**config.mk**
```make
export PLATFORM = sky130hd
export DESIGN_NAME = vlft_top
export DESIGN_NICKNAME = d
export VERILOG_FILES = /design/src/vlft_pkg.sv /design/src/vlft_top.sv
export SDC_FILE = /design/constraint.sdc
export NUM_CORES = 1
export LEC_CHECK = 0
export ABC_AREA = 1
export BUFFER_PORTS_ARGS = -buffer_cell sky130_fd_sc_hd__clkbuf_2
export CORE_ASPECT_RATIO = 1.4
export CORE_MARGIN = 10
export CORE_UTILIZATION = 55
export CTS_BUF_LIST = sky130_fd_sc_hd__clkbuf_8
export DETAILED_ROUTE_END_ITERATION = 7
export GPL_TIMING_DRIVEN = 0
export PLACE_DENSITY = 0.79
export SYNTH_ARGS = -nofsm -noshare
export SYNTH_HDL_FRONTEND = slang
export SYNTH_SLANG_ARGS = --single-unit
```
**constraint.sdc**
```tcl
create_clock -name pclk -period 2.1 [get_ports pclk]
set_input_delay 0 -clock pclk [delete_from_list [all_inputs] [get_ports pclk]]
set_output_delay 0 -clock pclk [all_outputs]
set_load 0.02 [all_outputs]
```
**src/vlft_pkg.sv**
```systemverilog
// Constants for the video line and field trigger selector.
// Assumes a 50 MHz pclk and a 32-bit APB register bus.
`default_nettype none
package vlft_pkg;
  // ****************************************
  // Clock and line timing
  // ****************************************
  localparam int CLK_PERIOD_NS = 20;
  // Horizontal line period, 63.5 us written in ns
  localparam int H_PERIOD_NS = 63500;
  localparam int H_PERIOD_CYC = H_PERIOD_NS / CLK_PERIOD_NS;
  // Field start later than three quarters of a line after line sync is field one
  localparam logic [11:0] FIELD_ONE_THRESH = 12'((H_PERIOD_CYC * 3) / 4);
  localparam logic [11:0] HCNT_MAX = 12'hfff;

  // ****************************************
  // Register map (byte addresses)
  // ****************************************
  localparam logic [7:0] ADDR_CTRL = 8'h00;
  localparam logic [7:0] ADDR_LINE = 8'h04;
  localparam logic [7:0] ADDR_KNOB = 8'h08;
  localparam logic [7:0] ADDR_BLEVEL = 8'h0c;
  localparam logic [7:0] ADDR_MAIN_DLY = 8'h10;
  localparam logic [7:0] ADDR_DELTA_DLY = 8'h14;
  localparam logic [7:0] ADDR_STATUS = 8'h18;

  // CTRL field positions
  localparam int CTRL_MODE_LSB = 0;
  localparam int CTRL_SYS_M_BIT = 2;
  localparam int CTRL_STD625_BIT = 3;
  localparam int CTRL_CLAMP_BIT = 4;
  localparam int CTRL_BSEL_BIT = 5;
  localparam int CTRL_DLYSWP_BIT = 6;
  localparam int CTRL_DELTA_BIT = 7;
  // KNOB write bits
  localparam int KNOB_CW_BIT = 0;
  localparam int KNOB_CCW_BIT = 1;

  // Field trigger modes
  localparam logic [1:0] MODE_FIELD1 = 2'h0;
  localparam logic [1:0] MODE_FIELD2 = 2'h1;
  localparam logic [1:0] MODE_ALT = 2'h2;
  localparam logic [1:0] MODE_ANY = 2'h3;

  // ****************************************
  // Line numbering limits and start values
  // ****************************************
  localparam logic [9:0] LINE_ONE = 10'h001;
  localparam logic [9:0] MAX1_525 = 10'd263;
  localparam logic [9:0] MAX2_525 = 10'd262;
  localparam logic [9:0] ALTMAX_525 = 10'd262;
  localparam logic [9:0] MAX1_625 = 10'd313;
  localparam logic [9:0] MIN2_625 = 10'd313;
  localparam logic [9:0] MAX2_625 = 10'd625;
  localparam logic [9:0] ALTMAX_625 = 10'd312;
  // Offset of field two lines in 625 alternate mode
  localparam logic [9:0] F2_OFS_625 = 10'd312;
  // Lines counted ahead of field sync under system M
  localparam logic [9:0] SYS_M_LEAD = 10'd3;

  // Reset values
  localparam logic [1:0] RST_MODE = MODE_FIELD1;
  localparam logic [9:0] RST_LINE = LINE_ONE;
  localparam logic [9:0] RST_BLEVEL = 10'h200;
  localparam logic [15:0] RST_DLY = 16'h0000;
endpackage
`default_nettype wire

```
**src/vlft_top.sv**
```systemverilog
// Video line and field trigger selector with APB register access.
// Assumes sync pulses from an external sync separator (asynchronous pins)
// and a holdoff-done level from trigger logic on pclk.
//
// Functional notes
// - Alternate mode triggers each field in turn
// - Any-line fires on every line sync not coincident with a field sync, while holdoff done
// - Single field wraps into opposite field; field one wraps to itself when not interlaced
// - Alternate mode wraps between one and common max
// - Clockwise raises line, counterclockwise lowers
// - Second trigger selected: knob sets its level
// - System M counts three lines early
// - 525 field one: full-line equalizer, 263 lines
// - 525 field two: half-line equalizer, 262 lines
// - 625 continuous numbering, field two 313-625
// - No burst decode; fields 1/3, 2/4
// - Non-interlaced: field start only, no parity
// - Delayed alternate: second field adds delta
// - Field selected shows field/line readout
// - Clamp active with message until off
// - Field two only when interlaced
`default_nettype none
module vlft_top
  import vlft_pkg::*;
(
  // APB clock and reset
  input wire logic pclk,
  input wire logic presetn,
  // APB slave
  input wire logic psel,
  input wire logic penable,
  input wire logic pwrite,
  input wire logic [7:0] paddr,
  input wire logic [31:0] pwdata,
  output logic [31:0] prdata,
  output logic pready,
  output logic pslverr,
  // Sync separator pins
  input wire logic line_sync,
  input wire logic field_sync,
  // Trigger system
  input wire logic holdoff_done,
  output logic trig_fire,
  output logic [15:0] sweep_delay,
  // Indicators and clamp
  output logic first_field_indicator,
  output logic second_field_indicator,
  output logic alternate_field_indicator,
  output logic any_line_indicator,
  output logic line_readout_show,
  output logic level_readout_show,
  output logic clamp_ch2_en,
  output logic clamp_msg
);

  // ****************************************
  // Declarations
  // ****************************************
  logic [1:0] mode_reg;
  logic sys_m_reg;
  logic std625_reg;
  logic clamp_reg;
  logic bsel_reg;
  logic dlyswp_reg;
  logic delta_reg;
  logic [9:0] line_reg;
  logic [9:0] blevel_reg;
  logic [15:0] main_dly_reg;
  logic [15:0] delta_dly_reg;
  logic [1:0] ls_sync_reg;
  logic [1:0] fs_sync_reg;
  logic ls_prev_reg;
  logic fs_prev_reg;
  logic [11:0] hcnt_reg;
  logic field_one_reg;
  logic last_parity_reg;
  logic interlaced_reg;
  logic [9:0] lcnt_reg;
  logic alt_want_one_reg;
  logic fired_two_reg;
  logic trig_reg;
  logic [31:0] rdata_reg;
  logic ls_edge;
  logic fs_edge;
  logic parity_now;
  logic wr_en;
  logic rd_en;
  logic knob_cw;
  logic knob_ccw;
  logic [9:0] max1;
  logic [9:0] min2;
  logic [9:0] max2;
  logic [9:0] altmax;
  logic [9:0] next_line;
  logic [9:0] target;
  logic field_ok;
  logic [1:0] mode_next;
  logic [9:0] line_next;
  logic [9:0] start_val;
  logic addr_ok;

  // ****************************************
  // APB decode
  // ****************************************
  // Zero wait state slave
  assign pready = 1'b1;
  assign wr_en = psel & penable & pwrite;
  assign rd_en = psel & ~penable & ~pwrite;
  assign addr_ok = (paddr == ADDR_CTRL) || (paddr == ADDR_LINE) || (paddr == ADDR_KNOB) ||
                   (paddr == ADDR_BLEVEL) || (paddr == ADDR_MAIN_DLY) ||
                   (paddr == ADDR_DELTA_DLY) || (paddr == ADDR_STATUS);
  assign pslverr = psel & penable & ~addr_ok;
  assign knob_cw = wr_en && (paddr == ADDR_KNOB) && pwdata[KNOB_CW_BIT] &&
                   !pwdata[KNOB_CCW_BIT];
  assign knob_ccw = wr_en && (paddr == ADDR_KNOB) && pwdata[KNOB_CCW_BIT] &&
                    !pwdata[KNOB_CW_BIT];

  // ****************************************
  // Line limits per standard
  // ****************************************
  // 625 or 525 limits, chosen by std625_reg
  always_comb begin
    if (std625_reg) begin
      max1 = MAX1_625;
      min2 = MIN2_625;
      max2 = MAX2_625;
      altmax = ALTMAX_625;
    end else begin
      max1 = MAX1_525;
      min2 = LINE_ONE;
      max2 = MAX2_525;
      altmax = ALTMAX_525;
    end
  end

  // ****************************************
  // Control register
  // ****************************************
  // Mode written by software, field two refused unless interlaced
  always_comb begin
    mode_next = mode_reg;
    if (wr_en && paddr == ADDR_CTRL) begin
      if (pwdata[CTRL_MODE_LSB +: 2] != MODE_FIELD2 || interlaced_reg) begin
        mode_next = pwdata[CTRL_MODE_LSB +: 2];
      end
    end else if (knob_cw && !bsel_reg) begin
      if (mode_reg == MODE_FIELD1 && line_reg == max1 && interlaced_reg) begin
        mode_next = MODE_FIELD2;
      end else if (mode_reg == MODE_FIELD2 && line_reg == max2) begin
        mode_next = MODE_FIELD1;
      end
    end else if (knob_ccw && !bsel_reg) begin
      if (mode_reg == MODE_FIELD1 && line_reg == LINE_ONE && interlaced_reg) begin
        mode_next = MODE_FIELD2;
      end else if (mode_reg == MODE_FIELD2 && line_reg == min2) begin
        mode_next = MODE_FIELD1;
      end
    end
  end

  // Control bits
  always_ff @(posedge pclk or negedge presetn) begin
    if (!presetn) begin
      mode_reg <= RST_MODE;
      sys_m_reg <= 1'b1;
      std625_reg <= 1'b0;
      clamp_reg <= 1'b0;
      bsel_reg <= 1'b0;
      dlyswp_reg <= 1'b0;
      delta_reg <= 1'b0;
    end else begin
      mode_reg <= mode_next;
      if (wr_en && paddr == ADDR_CTRL) begin
        sys_m_reg <= pwdata[CTRL_SYS_M_BIT];
        std625_reg <= pwdata[CTRL_STD625_BIT];
        clamp_reg <= pwdata[CTRL_CLAMP_BIT];
        bsel_reg <= pwdata[CTRL_BSEL_BIT];
        dlyswp_reg <= pwdata[CTRL_DLYSWP_BIT];
        delta_reg <= pwdata[CTRL_DELTA_BIT];
      end
    end
  end

  // ****************************************
  // Line setting stepping
  // ****************************************
  always_comb begin
    line_next = line_reg;
    if (wr_en && paddr == ADDR_LINE) begin
      line_next = pwdata[9:0];
    end else if (knob_cw && !bsel_reg) begin
      unique case (mode_reg)
        MODE_FIELD1: begin
          // wrap to start of field two, or to line one when not interlaced
          if (line_reg == max1) begin
            line_next = interlaced_reg ? min2 : LINE_ONE;
          end else begin
            line_next = line_reg + 10'h001;
          end
        end
        MODE_FIELD2: begin
          line_next = (line_reg == max2) ? LINE_ONE : line_reg + 10'h001;
        end
        MODE_ALT: begin
          line_next = (line_reg >= altmax) ? LINE_ONE : line_reg + 10'h001;
        end
        MODE_ANY: begin
          line_next = line_reg;
        end
      endcase
    end else if (knob_ccw && !bsel_reg) begin
      unique case (mode_reg)
        MODE_FIELD1: begin
          // wrap to end of field two, or of field one when not interlaced
          if (line_reg == LINE_ONE) begin
            line_next = interlaced_reg ? max2 : max1;
          end else begin
            line_next = line_reg - 10'h001;
          end
        end
        MODE_FIELD2: begin
          line_next = (line_reg == min2) ? max1 : line_reg - 10'h001;
        end
        MODE_ALT: begin
          line_next = (line_reg <= LINE_ONE) ? altmax : line_reg - 10'h001;
        end
        MODE_ANY: begin
          line_next = line_reg;
        end
      endcase
    end
  end

  // Line setting and second trigger level
  always_ff @(posedge pclk or negedge presetn) begin
    if (!presetn) begin
      line_reg <= RST_LINE;
      blevel_reg <= RST_BLEVEL;
    end else begin
      line_reg <= line_next;
      if (wr_en && paddr == ADDR_BLEVEL) begin
        blevel_reg <= pwdata[9:0];
      end else if (knob_cw && bsel_reg) begin
        blevel_reg <= blevel_reg + 10'h001;
      end else if (knob_ccw && bsel_reg) begin
        blevel_reg <= blevel_reg - 10'h001;
      end
    end
  end

  // Delay settings
  always_ff @(posedge pclk or negedge presetn) begin
    if (!presetn) begin
      main_dly_reg <= RST_DLY;
      delta_dly_reg <= RST_DLY;
    end else begin
      if (wr_en && paddr == ADDR_MAIN_DLY) begin
        main_dly_reg <= pwdata[15:0];
      end
      if (wr_en && paddr == ADDR_DELTA_DLY) begin
        delta_dly_reg <= pwdata[15:0];
      end
    end
  end

  // ****************************************
  // Sync input capture
  // ****************************************
  // Two-stage synchronisers, then edge detect on the second stage
  always_ff @(posedge pclk or negedge presetn) begin
    if (!presetn) begin
      ls_sync_reg <= 2'b00;
      fs_sync_reg <= 2'b00;
      ls_prev_reg <= 1'b0;
      fs_prev_reg <= 1'b0;
    end else begin
      ls_sync_reg <= {ls_sync_reg[0], line_sync};
      fs_sync_reg <= {fs_sync_reg[0], field_sync};
      ls_prev_reg <= ls_sync_reg[1];
      fs_prev_reg <= fs_sync_reg[1];
    end
  end
  assign ls_edge = ls_sync_reg[1] & ~ls_prev_reg;
  assign fs_edge = fs_sync_reg[1] & ~fs_prev_reg;

  // ****************************************
  // Field identification
  // ****************************************
  // full line gap marks field one
  assign parity_now = (hcnt_reg >= FIELD_ONE_THRESH);

  // Cycles since last line sync, saturating
  always_ff @(posedge pclk or negedge presetn) begin
    if (!presetn) begin
      hcnt_reg <= 12'h000;
    end else if (ls_edge) begin
      hcnt_reg <= 12'h000;
    end else if (hcnt_reg != HCNT_MAX) begin
      hcnt_reg <= hcnt_reg + 12'h001;
    end
  end

  // Parity and interlace state, updated at each field start
  always_ff @(posedge pclk or negedge presetn) begin
    if (!presetn) begin
      field_one_reg <= 1'b1;
      last_parity_reg <= 1'b1;
      interlaced_reg <= 1'b0;
    end else if (fs_edge) begin
      last_parity_reg <= parity_now;
      interlaced_reg <= (parity_now != last_parity_reg);
      // only two-field parity, no burst phase
      field_one_reg <= (parity_now != last_parity_reg) ? parity_now : 1'b1;
    end
  end

  // ****************************************
  // Line counter
  // ****************************************
  // system M starts three lines early
  // 625 field two reloads at 313
  always_comb begin
    start_val = (std625_reg && interlaced_reg && !parity_now) ? MIN2_625 : LINE_ONE;
    if (sys_m_reg) begin
      start_val = start_val + SYS_M_LEAD;
    end
  end

  // count lines, reload at field sync
  always_ff @(posedge pclk or negedge presetn) begin
    if (!presetn) begin
      lcnt_reg <= LINE_ONE;
    end else if (fs_edge) begin
      lcnt_reg <= start_val;
    end else if (ls_edge) begin
      lcnt_reg <= lcnt_reg + 10'h001;
    end
  end
  assign next_line = lcnt_reg + 10'h001;

  // ****************************************
  // Trigger selection
  // ****************************************
  // Target line and field match for the current field
  always_comb begin
    target = line_reg;
    field_ok = 1'b0;
    unique case (mode_reg)
      MODE_FIELD1: begin
        field_ok = field_one_reg;
      end
      MODE_FIELD2: begin
        field_ok = !field_one_reg && interlaced_reg;
      end
      MODE_ALT: begin
        field_ok = (field_one_reg == alt_want_one_reg) || !interlaced_reg;
        if (std625_reg && !field_one_reg) begin
          target = line_reg + F2_OFS_625;
        end
      end
      MODE_ANY: begin
        field_ok = 1'b1;
      end
    endcase
  end

  // Trigger pulse and alternate bookkeeping
  always_ff @(posedge pclk or negedge presetn) begin
    if (!presetn) begin
      trig_reg <= 1'b0;
      alt_want_one_reg <= 1'b1;
      fired_two_reg <= 1'b0;
    end else begin
      trig_reg <= 1'b0;
      if (ls_edge && !fs_edge && holdoff_done && field_ok) begin
        // any line fires on every line sync not coincident with a field sync, while holdoff done
        if (mode_reg == MODE_ANY) begin
          trig_reg <= 1'b1;
        end else if (next_line == target) begin
          trig_reg <= 1'b1;
          fired_two_reg <= !field_one_reg;
          if (mode_reg == MODE_ALT) begin
            alt_want_one_reg <= !field_one_reg;
          end
        end
      end
    end
  end
  assign trig_fire = trig_reg;

  always_ff @(posedge pclk or negedge presetn) begin
    if (!presetn) begin
      sweep_delay <= RST_DLY;
    end else if (mode_reg == MODE_ALT && dlyswp_reg && delta_reg && fired_two_reg) begin
      sweep_delay <= main_dly_reg + delta_dly_reg;
    end else begin
      sweep_delay <= main_dly_reg;
    end
  end

  // ****************************************
  // Indicators and clamp
  // ****************************************
  always_ff @(posedge pclk or negedge presetn) begin
    if (!presetn) begin
      first_field_indicator <= 1'b0;
      second_field_indicator <= 1'b0;
      alternate_field_indicator <= 1'b0;
      any_line_indicator <= 1'b0;
      line_readout_show <= 1'b0;
      level_readout_show <= 1'b1;
      clamp_ch2_en <= 1'b0;
      clamp_msg <= 1'b0;
    end else begin
      first_field_indicator <= (mode_reg == MODE_FIELD1);
      second_field_indicator <= (mode_reg == MODE_FIELD2);
      alternate_field_indicator <= (mode_reg == MODE_ALT);
      any_line_indicator <= (mode_reg == MODE_ANY);
      line_readout_show <= (mode_reg != MODE_ANY);
      level_readout_show <= (mode_reg == MODE_ANY);
      clamp_ch2_en <= clamp_reg;
      clamp_msg <= clamp_reg;
    end
  end

  // ****************************************
  // Read data
  // ****************************************
  // Captured in the setup phase, shown during access
  always_ff @(posedge pclk or negedge presetn) begin
    if (!presetn) begin
      rdata_reg <= 32'h0000_0000;
    end else if (rd_en) begin
      unique case (paddr)
        ADDR_CTRL: begin
          rdata_reg <= {24'h00_0000, delta_reg, dlyswp_reg, bsel_reg, clamp_reg,
                        std625_reg, sys_m_reg, mode_reg};
        end
        ADDR_LINE: rdata_reg <= {22'h00_0000, line_reg};
        ADDR_BLEVEL: rdata_reg <= {22'h00_0000, blevel_reg};
        ADDR_MAIN_DLY: rdata_reg <= {16'h0000, main_dly_reg};
        ADDR_DELTA_DLY: rdata_reg <= {16'h0000, delta_dly_reg};
        ADDR_STATUS: begin
          rdata_reg <= {16'h0000, 3'h0, interlaced_reg, field_one_reg, clamp_reg,
                        lcnt_reg};
        end
        default: rdata_reg <= 32'h0000_0000;
      endcase
    end
  end
  assign prdata = rdata_reg;

endmodule // vlft_top
`default_nettype wire

```
==> impl_metrics.json, run 1 <==
{
  "fin_crit_ns": 2.17,
  "worstMarginPinSlew_ns": 0.791,
  "slowest_delay_ns": 0.39,
  "clockBufferDepth": 2,
  "syn_inst": 1265,
  "clkTransAtPathRegs_ns": 0.09,
  "track_usage_pct": 26.9,
  "grt_max_degree": 113,
  "switchingPower_uw": 1900,
  "area_growth_pct": 25.7,
  "endpoint_kind": "register",
  "drt_wl_total_mm": 30.5,
  "preCtsSetupSlack_ns": -0.526,
  "p_int_uw": 4110,
  "yosysSeqAreaShare_pct": 36.7,
  "fin_ws_ns": -0.0696,
  "seqPwrFrac_pct": 46.0,
  "crit_required_ns": 2.48,
  "initial_core_util_pct": 56.2,
  "first_pass_iters": 6,
  "postSynth.asyncResetShare_pct": 100,
  "vias_per_cell": 5.70,
  "drc_errors": 0,
  "nets": 1534,
  "fillers": 1343,
  "root_buffer": "clkbuf_8",
  "placed_cell_area_mm2": 0.00980,
  "swShare_pct": 31.6,
  "min-delay-path-class": "input port to register",
  "setup_viol": 2,
  "syn_area_per_cell_um2": 7.18,
  "pwr-share-clk_pct": 38.7,
  "max_slew_margin_pct": 47.1,
  "comb_power_share_pct": 15.3,
  "insertion_delay_ns": 0.49,
  "io_buffers": 73,
  "drive_gt1_share_pct": 24.6,
  "drv_cap": 0,
  "cts_tree": "yes",
  "die_h_um": 172,
  "hpwl_mm": 22.5,
  "whs_ns": 0.0535,
  "die_w_um": 129,
  "drv_slew": 0,
  "fin_crit_sh_pct": 103,
  "gp_congestion": 1.00,
  "drt-initial-drc-count": 884,
  "final_common_cell": "nand2_1",
  "synth_cell_types": 55,
  "peakVddDrop_mv": 0.473,
  "core_mm2": 0.0162,
  "postLayoutCellArea_mm2": 0.0114,
  "startpoint_type": "register",
  "crit_path_frequent_cell": "nand2_1",
  "yosysWarningCount": 0,
  "fmax_mhz": 461,
  "critPathArrivalTime_ns": 2.55,
  "worstPathCellList": "buf_6 > clkinv_8 > ha_4 > nand2_1 > inv_2 > nand2_1 > nand2_1 > nand2_1 > nand2_1 > nand2_1 > nand2_1 > nand2_2 > a21oi_2 > nand2_1 > nand2_1 > nand2_1",
  "rows": 55,
  "synth_edf_count": 0,
  "ant_nets": 0,
  "cts_buffers": 17,
  "synthFlopType": "dfrtp_1",
  "gr-total-overflow": 0,
  "power_leakage_uw": 0.00567,
  "grt_pass1_wl_mm": 46.7,
  "grt_pass1_vias": 8999,
  "fin_util_pct": 70.6,
  "skew_ns": 0.0198,
  "cellPowerDensity_mw_per_mm2": 526,
  "io_pins": 107,
  "cts.sinks": 133,
  "cp_max_fo": 7,
  "status": "finished, violations left",
  "cpMaxStageDelayCell": "dfrtp_1",
  "antenna_found_initial": 0,
  "rsz0062_at_grt": "true",
  "synth_seq_cells": 133,
  "via_count": 9427,
  "criticalPathCategory": "register to register",
  "final_cell_mix": "nand2_1, inv_1, dfrtp_1",
  "die_area_mm2": 0.0221,
  "finalHoldViolCount": 0,
  "avgRoutedWirePerCell_um": 18.4,
  "syn_area_mm2": 0.00909,
  "cts_max_level": 4,
  "failed_checks": "setup timing",
  "diodes": 0
}
## kinds of logic (layout without fill, tap and decap cells)
| family | Yosys count | count (layout) | synth area share [%] |
|---|---|---|---|
| buf+inv | 203 | 376 | 9.62 |
| flops | 133 | 133 | 36.7 |
| other cells | 2 | 17 | 0.0826 |
| mux | 3 | 3 | 0.372 |
| xor+xnor | 28 | 28 | 2.70 |
| fa+ha+maj | 45 | 45 | 6.36 |
| simple gates | 624 | 625 | 29.8 |
| compound gates | 227 | 227 | 14.3 |
## critical path, delay by kind of cell (launching register included)
kind,cells,cell delay (ns)
buffers and inverters,3,0.32
AO/OA/AOI/OAI,1,0.18
AND/OR/NAND/NOR,11,0.87
flip-flops,1,0.39
adder cells (fa/ha/maj),1,0.29
## layout make-up
cell class / instances / area, um2 / area share (%)
inverters: 154 / 616 / 5.39
multi-input cells: 945 / 5480 / 48.0
well taps: 199 / 249 / 2.18
repair buffers: 142 / 1010 / 8.83
flip-flops and latches: 133 / 3350 / 29.3
plain buffers: 48 / 310 / 2.72
clock inverters: 15 / 183 / 1.60
clock buffers: 17 / 234 / 2.05
## final timing paths
check | start | to | slack, ns | cells after the start
worst max-delay path | std625_reg | line_reg[2] | -0.07 | 16
worst min-delay path | pwdata[1] | mode_reg[0] | 0.05 | 5
worst max register to register | std625_reg | line_reg[2] | -0.07 | 16
worst min register to register | fs_sync_reg[0] | fs_sync_reg[1] | 0.37 | 0
max in group asynchronous | presetn | alternate_field_indicator | 0.81 | 3
min in group asynchronous | presetn | alt_want_one_reg | 0.08 | 2
## power by group through the flow
stage                     Clock [uW]  Sequential [uW]  Combinational, uW
after global placement             0             2800                739
after floorplan                    0             2790                494
after global routing            2430             2780               1030
after CTS                       2330             2750                816
after detailed placement           0             2800                760
final                           2330             2760                921
## synth_stat cells, types with 3 or more instances
| library cell | n | area [um2] |
|---|---|---|
| a21o_1 | 5 | 37.5 |
| buf_4 | 20 | 150 |
| nand3_1 | 75 | 375 |
| xnor2_1 | 9 | 78.8 |
| mux2_2 | 3 | 33.8 |
| o22ai_1 | 14 | 87.6 |
| o21ai_0 | 68 | 340 |
| buf_6 | 3 | 33.8 |
| nor2_4 | 5 | 56.3 |
| xor2_1 | 19 | 166 |
| a221oi_1 | 4 | 35.0 |
| o211ai_1 | 4 | 30.0 |
| a211oi_1 | 4 | 30.0 |
| nor4_1 | 3 | 18.8 |
| or2_2 | 3 | 18.8 |
| nand2_2 | 8 | 50.1 |
| a31oi_1 | 11 | 68.8 |
| clkbuf_1 | 15 | 56.3 |
| nor2_1 | 91 | 342 |
| nor2_2 | 9 | 56.3 |
| ha_1 | 43 | 538 |
| o21bai_1 | 4 | 30.0 |
| a21oi_1 | 41 | 205 |
| o21ai_1 | 50 | 250 |
| buf_2 | 11 | 55.1 |
| dfstp_2 | 8 | 210 |
| nor3_1 | 18 | 90.1 |
| o221ai_1 | 9 | 78.8 |
| nand2_1 | 379 | 1420 |
| inv_1 | 134 | 503 |
| inv_2 | 17 | 63.8 |
| dfrtp_1 | 125 | 3130 |
| o2111ai_1 | 3 | 26.3 |
| nand4_1 | 18 | 113 |
## stage by stage
stage / total power [uW] / std cells / setup TNS (ns)
2_1_floorplan: 3280 / 1280 / 0
3_3_place_gp: 3540 / 1552 / -143.10
3_5_place_dp: 3560 / 1553 / -8.94
4_1_cts: 5900 / 1619 / -0.00389
5_1_grt: 6240 / 1653 / -1.22
6_report: 6010 / 1653 / -0.0941
## timing repair
item,4_1_cts,5_1_grt
hold buffers,24,0
cloned,1,0
pin swaps,8,49
setup endpoints to repair,36,38
endpoints found under the hold margin,179,0
resized for setup,36,119
buffers inserted,10,35
## layer usage
layer  up-vias  part of all wire [%]  global-route usage, %
li1       4480                     -                      -
met1      4379                    37                   30.1
met2       445                    50                   46.3
met3       123                   7.0                   5.58
met4         0                   6.4                   15.6
met5         -                     0                      0
Power figures use the tool's default switching activity.
==> run 2: changes to the inputs <==
BUFFER_PORTS_ARGS = not set   (was -buffer_cell sky130_fd_sc_hd__clkbuf_2)
CORE_UTILIZATION = 60   (was 55)
DONT_BUFFER_PORTS = 1   (was not set)
==> impl_metrics.json, run 2 (synthesized netlist as in run 1, its figures left out) <==
{
  "cts_tree": "yes",
  "regArea_mm2": 0.00334,
  "rrSetupSlack_ns": -0.05,
  "power_leakage_uw": 0.00538,
  "comb_power_share_pct": 13.9,
  "drc_errors": 0,
  "hpwl_mm": 22.1,
  "initial_core_util_pct": 60.9,
  "fin_util_pct": 74.6,
  "r2r-start": "line_reg[3]",
  "core_mm2": 0.0149,
  "critPathLaunch": "line_reg[3]",
  "worst_r2r_endpoint": "line_reg[3]",
  "drv_slew": 0,
  "cts_buffers": 17,
  "vias_per_cell": 5.96,
  "busiest_layer": "met2",
  "skew_ns": 0.0196,
  "fillers": 1199,
  "cpMaxStageDelayCell": "dfrtp_2",
  "gp_congestion": 0.954,
  "seqPwrFrac_pct": 47.9,
  "hold_buffers": 33,
  "fin_ws_ns": -0.0458,
  "swShare_pct": 31.9,
  "grt_max_degree": 134,
  "io_buffers": 0,
  "setup_viol": 5,
  "min-delay-path-class": "input port to async pin",
  "cp_top_family": "simple AND/OR/NAND/NOR gates",
  "rows": 53,
  "avgRoutedWirePerCell_um": 19.7,
  "worstRegToRegCells": 15,
  "die_w_um": 124,
  "track_usage_pct": 29.6,
  "cts_max_level": 4,
  "met1_usage_pct": 33.1,
  "insertion_delay_ns": 0.48,
  "clockBufferDepth": 2,
  "cts.sinks": 133,
  "rsz0062_at_grt": "true",
  "preCtsSetupSlack_ns": -0.536,
  "grt_pass1_vias": 9082,
  "clkTransAtPathRegs_ns": 0.10,
  "drt-initial-drc-count": 985,
  "finalHoldViolCount": 133,
  "antenna_found_initial": 1,
  "crit_required_ns": 2.46,
  "multi_input_area_mm2": 0.00550,
  "ant_nets": 0,
  "io_pins": 107,
  "status": "finished, violations left",
  "use_met3_pct": 6.09,
  "crit_buf_inv": 2,
  "max_slew_margin_pct": 54.3,
  "peakVddDrop_mv": 0.717,
  "cellPowerDensity_mw_per_mm2": 521,
  "gr-total-overflow": 0,
  "fin_crit_ns": 2.15,
  "final_cell_mix": "nand2_1, inv_1, dfrtp_1",
  "die_h_um": 166,
  "die_area_mm2": 0.0205,
  "use_met2_pct": 49.4,
  "drt_wl_total_mm": 31.2,
  "first_pass_iters": 7,
  "slowest_delay_ns": 0.48,
  "startpoint_type": "register",
  "nets": 1474,
  "root_buffer": "clkbuf_8",
  "worstMarginPinSlew_ns": 0.683,
  "critPathCapture": "line_reg[3]",
  "drv_cap": 0,
  "criticalPathCategory": "register to register",
  "drive_gt1_share_pct": 21.1,
  "area_growth_pct": 22.6,
  "diodes": 0,
  "critPathArrivalTime_ns": 2.50,
  "fin_crit_sh_pct": 102,
  "whs_ns": -0.801,
  "cp_max_fo": 4,
  "p_int_uw": 3950,
  "failed_checks": "hold timing, setup timing",
  "endpoint_kind": "register",
  "final_common_cell": "nand2_1",
  "pwr-share-clk_pct": 38.2,
  "grt_pass1_wl_mm": 47.4,
  "worstPathCellList": "buf_12 > ha_4 > nand2_2 > inv_2 > nand4_1 > nor2_2 > nand2_1 > nand2_1 > nand2_1 > nand2_1 > nor2_1 > a21oi_1 > nand2_1 > nand2_1 > nand2_1",
  "switchingPower_uw": 1850,
  "crit_path_frequent_cell": "nand2_1",
  "fmax_mhz": 466,
  "via_count": 9446,
  "path_depth": 15
}
run 2: cell types whose count changed in the layout (fill, tap and decap cells not counted), sizes merged:
cell / previous run / this run
dlygate4sd3: 24 / 33
bufinv: 2 / 1
clkinvlp: 6 / 5
clkinv: 4 / 3
inv: 157 / 160
buf: 80 / 82
clkbuf: 103 / 32
run 2: worst min-delay path by stage:
stage            start                   endpoint  slack (ns)  depth (start not counted)
4_1_cts        presetn                hcnt_reg[5]       -0.80                          0
5_1_grt        presetn                hcnt_reg[4]       -0.81                          0
3_3_place_gp   presetn                hcnt_reg[6]       -0.29                          0
6_report       presetn                hcnt_reg[6]       -0.80                          0
2_1_floorplan  presetn  alternate_field_indicator       -0.30                          0
3_5_place_dp   presetn                hcnt_reg[6]       -0.29                          0
run 2: what timing repair did:
action / CTS / global route
buffers inserted: 22 / 26
pin swaps: 8 / 39
endpoints found under the hold margin: 200 / 133
endpoints found under the setup margin: 38 / 36
cloned: 1 / 1
resized for setup: 55 / 111
run 2: layer usage:
layer / routed length (um) / vias up / share of wire (%)
met5: 0 / - / 0
met1: 11100 / 4418 / 36
li1: - / 4354 / -
met2: 15400 / 505 / 49
met4: 2220 / 0 / 7.1
met3: 2490 / 169 / 8.0
run 2: power by group through the flow:
stage	sequential [uW]	combinational (uW)	clock, uW
2_1_floorplan	2790	494	0
3_3_place_gp	2820	626	0
3_5_place_dp	2820	638	0
4_1_cts	2770	718	2210
5_1_grt	2790	896	2340
6_report	2780	808	2220
run 2: layout make-up:
type                    instances  share of cell area, %
repair buffers                 82                   6.59
clock inverters                15                   1.40
multi-input cells             945                   49.4
plain buffers                  48                   2.79
inverters                     154                   5.54
well taps                     192                   2.16
flip-flops and latches        133                   30.0
clock buffers                  17                   2.10
run 2: metrics by stage:
stage	cell area, um2	total power [uW]	std cells	setup TNS [ns]
after detailed placement	9390	3460	1472	-10.07
after floorplan	9150	3280	1280	0
after global placement	9390	3450	1472	-10.20
after global routing	11100	6030	1586	-1.35
final	11100	5800	1586	-0.0928
after CTS	10500	5700	1559	0
==> run 3: changes to the inputs <==
ABC_AREA = not set   (was 1)
==> impl_metrics.json, run 3 <==
{
  "die_w_um": 121,
  "drc_errors": 0,
  "preCtsSetupSlack_ns": -1.12,
  "synth_cell_types": 76,
  "insertion_delay_ns": 0.47,
  "gp_congestion": 0.997,
  "whs_ns": -0.786,
  "hpwl_mm": 18.6,
  "peakVddDrop_mv": 0.526,
  "die_area_mm2": 0.0194,
  "fillers": 853,
  "syn_inst": 924,
  "multi_input_area_mm2": 0.00560,
  "drv_cap": 0,
  "yosys.area.top_type": "dfrtp_1",
  "postSynth.asyncResetShare_pct": 100,
  "drt-initial-drc-count": 994,
  "area_growth_pct": 29.2,
  "worstPathCellList": "nand4_1 > nor2_4 > inv_4 > ha_4 > a21o_1 > a21oi_4 > o21ai_2 > a2111o_1 > a31o_2 > a21oi_2 > xnor2_1 > a211o_1 > a22o_1",
  "cts_tree": "yes",
  "yosysSeqAreaShare_pct": 39.3,
  "core_mm2": 0.0139,
  "comb_power_share_pct": 15.4,
  "cts.sinks": 133,
  "vias_per_cell": 6.52,
  "postLayoutCellArea_mm2": 0.0110,
  "pwr-share-clk_pct": 37.1,
  "io_pins": 107,
  "grt_max_degree": 134,
  "antenna_found_initial": 1,
  "setup_viol": 31,
  "ant_nets": 0,
  "cpMaxStageDelayCell": "a2111o_1",
  "cellPowerDensity_mw_per_mm2": 564,
  "synth.top_cell.area_share_pct": 36.8,
  "crit_required_ns": 2.49,
  "startpoint_type": "register",
  "regArea_mm2": 0.00335,
  "initial_core_util_pct": 61.1,
  "gr-total-overflow": 0,
  "status": "finished, violations left",
  "nets": 1148,
  "endpoint_kind": "register",
  "finalHoldViolCount": 133,
  "seqPwrFrac_pct": 47.4,
  "failed_checks": "hold timing, setup timing",
  "io_buffers": 0,
  "drive_gt1_share_pct": 32.8,
  "cts_buffers": 17,
  "critPathArrivalTime_ns": 3.18,
  "rsz0062_at_grt": "true",
  "skew_ns": 0.0200,
  "ys_top_cells_by_area": "dfrtp_1, ha_1, mux2_2",
  "track_usage_pct": 28.0,
  "fin_ws_ns": -0.692,
  "fmax_mhz": 358,
  "clockBufferDepth": 2,
  "placed_cell_area_mm2": 0.00892,
  "clkTransAtPathRegs_ns": 0.10,
  "power_leakage_uw": 0.00467,
  "first_pass_iters": 6,
  "worstMarginPinSlew_ns": 0.961,
  "syn_area_mm2": 0.00850,
  "cp_max_fo": 3,
  "grt_pass1_wl_mm": 42.9,
  "criticalPathCategory": "register to register",
  "rows": 51,
  "min-delay-path-class": "input port to async pin",
  "switchingPower_uw": 1970,
  "crit_buf_inv": 1,
  "fin_crit_sh_pct": 133,
  "slowest_delay_ns": 0.39,
  "hold_buffers": 21,
  "max_slew_margin_pct": 35.4,
  "grt_pass1_vias": 7863,
  "final_common_cell": "dfrtp_1",
  "yosysWarningCount": 0,
  "cts_max_level": 4,
  "swShare_pct": 31.7,
  "syn_area_per_cell_um2": 9.20,
  "fin_crit_ns": 2.79,
  "die_h_um": 161,
  "synth_common_cells": "dfrtp_1, nand2_1, nor2_1",
  "drv_slew": 0,
  "avgRoutedWirePerCell_um": 23.3,
  "synthFlopType": "dfrtp_1",
  "synth_edf_count": 0,
  "root_buffer": "clkbuf_8",
  "synth_seq_cells": 133,
  "cp_top_family": "compound AO/OA/AOI/OAI gates",
  "p_int_uw": 4230,
  "drt_wl_total_mm": 29.2,
  "via_count": 8171,
  "synth_most_common_cell": "dfrtp_1",
  "fin_util_pct": 79.0,
  "final_cell_mix": "dfrtp_1, nand2_1, buf_4"
}
run 3: metal layers:
metal | vias up | global-route usage (%) | wire length (um) | part of all wire [%]
li1 | 3559 | - | - | -
met2 | 527 | 47.3 | 14400 | 49
met4 | 0 | 18.5 | 1970 | 6.7
met1 | 3942 | 30.6 | 10400 | 36
met5 | - | 0 | 0 | 0
met3 | 143 | 6.14 | 2430 | 8.3
run 3: area by class of cell:
cell class,count,share of cell area [%]
Buffer,59,3.30
Clock inverter,14,1.53
Tap cell,185,2.11
Timing Repair Buffer,101,8.14
Antenna cell,1,0.0228
Multi-Input combinational cell,710,51.0
Inverter,33,1.29
Clock buffer,17,2.13
Sequential cell,133,30.5
run 3: cell families after synthesis:
family                   Yosys count  synth area share, %
AND/OR/NAND/NOR                  311                 17.8
AO/OA/AOI/OAI                    237                 19.2
flip-flops                       133                 39.3
buffers and inverters             96                 5.49
XOR/XNOR                          63                 6.49
adder cells (fa/ha/maj)           45                 6.80
multiplexers                      37                 4.90
other                              2               0.0883
run 3: stage by stage:
step / total power [uW] / hold WS [ns] / setup TNS (ns) / instances
3_3_place_gp: 3550 / -0.292 / -21.60 / 1124
2_1_floorplan: 3400 / -0.296 / -4.48 / 939
4_1_cts: 5970 / -0.784 / -8.93 / 1226
3_5_place_dp: 3570 / -0.291 / -21.95 / 1124
5_1_grt: 6370 / -0.788 / -12.81 / 1253
6_report: 6200 / -0.786 / -10.73 / 1253
run 3: repair_timing:
item,4_1_cts,5_1_grt
resized for setup,109,92
pin swaps,44,49
hold endpoints to repair,199,133
gates cloned,0,0
endpoints found under the setup margin,40,39
setup buffers,53,29
run 3: final timing paths:
kind	startpoint	endpoint	slack, ns	cells after the start
setup / recovery	bsel_reg	blevel_reg[9]	-0.69	13
hold / removal	presetn	sweep_delay[2]	-0.79	0
setup reg to reg	bsel_reg	blevel_reg[9]	-0.69	13
hold reg to reg	ls_sync_reg[0]	ls_sync_reg[1]	0.36	0
max in group asynchronous	presetn	line_reg[0]	2.56	0
min in group pclk	paddr[2]	prdata[9]	0.03	4
run 3: power groups by stage:
stage                     logic [uW]  registers, uW  clock network [uW]
after floorplan                  482           2920                   0
after global placement           569           2980                   0
after detailed placement         583           2990                   0
after CTS                        758           2930                2280
after global routing            1020           2950                2400
final                            956           2940                2300
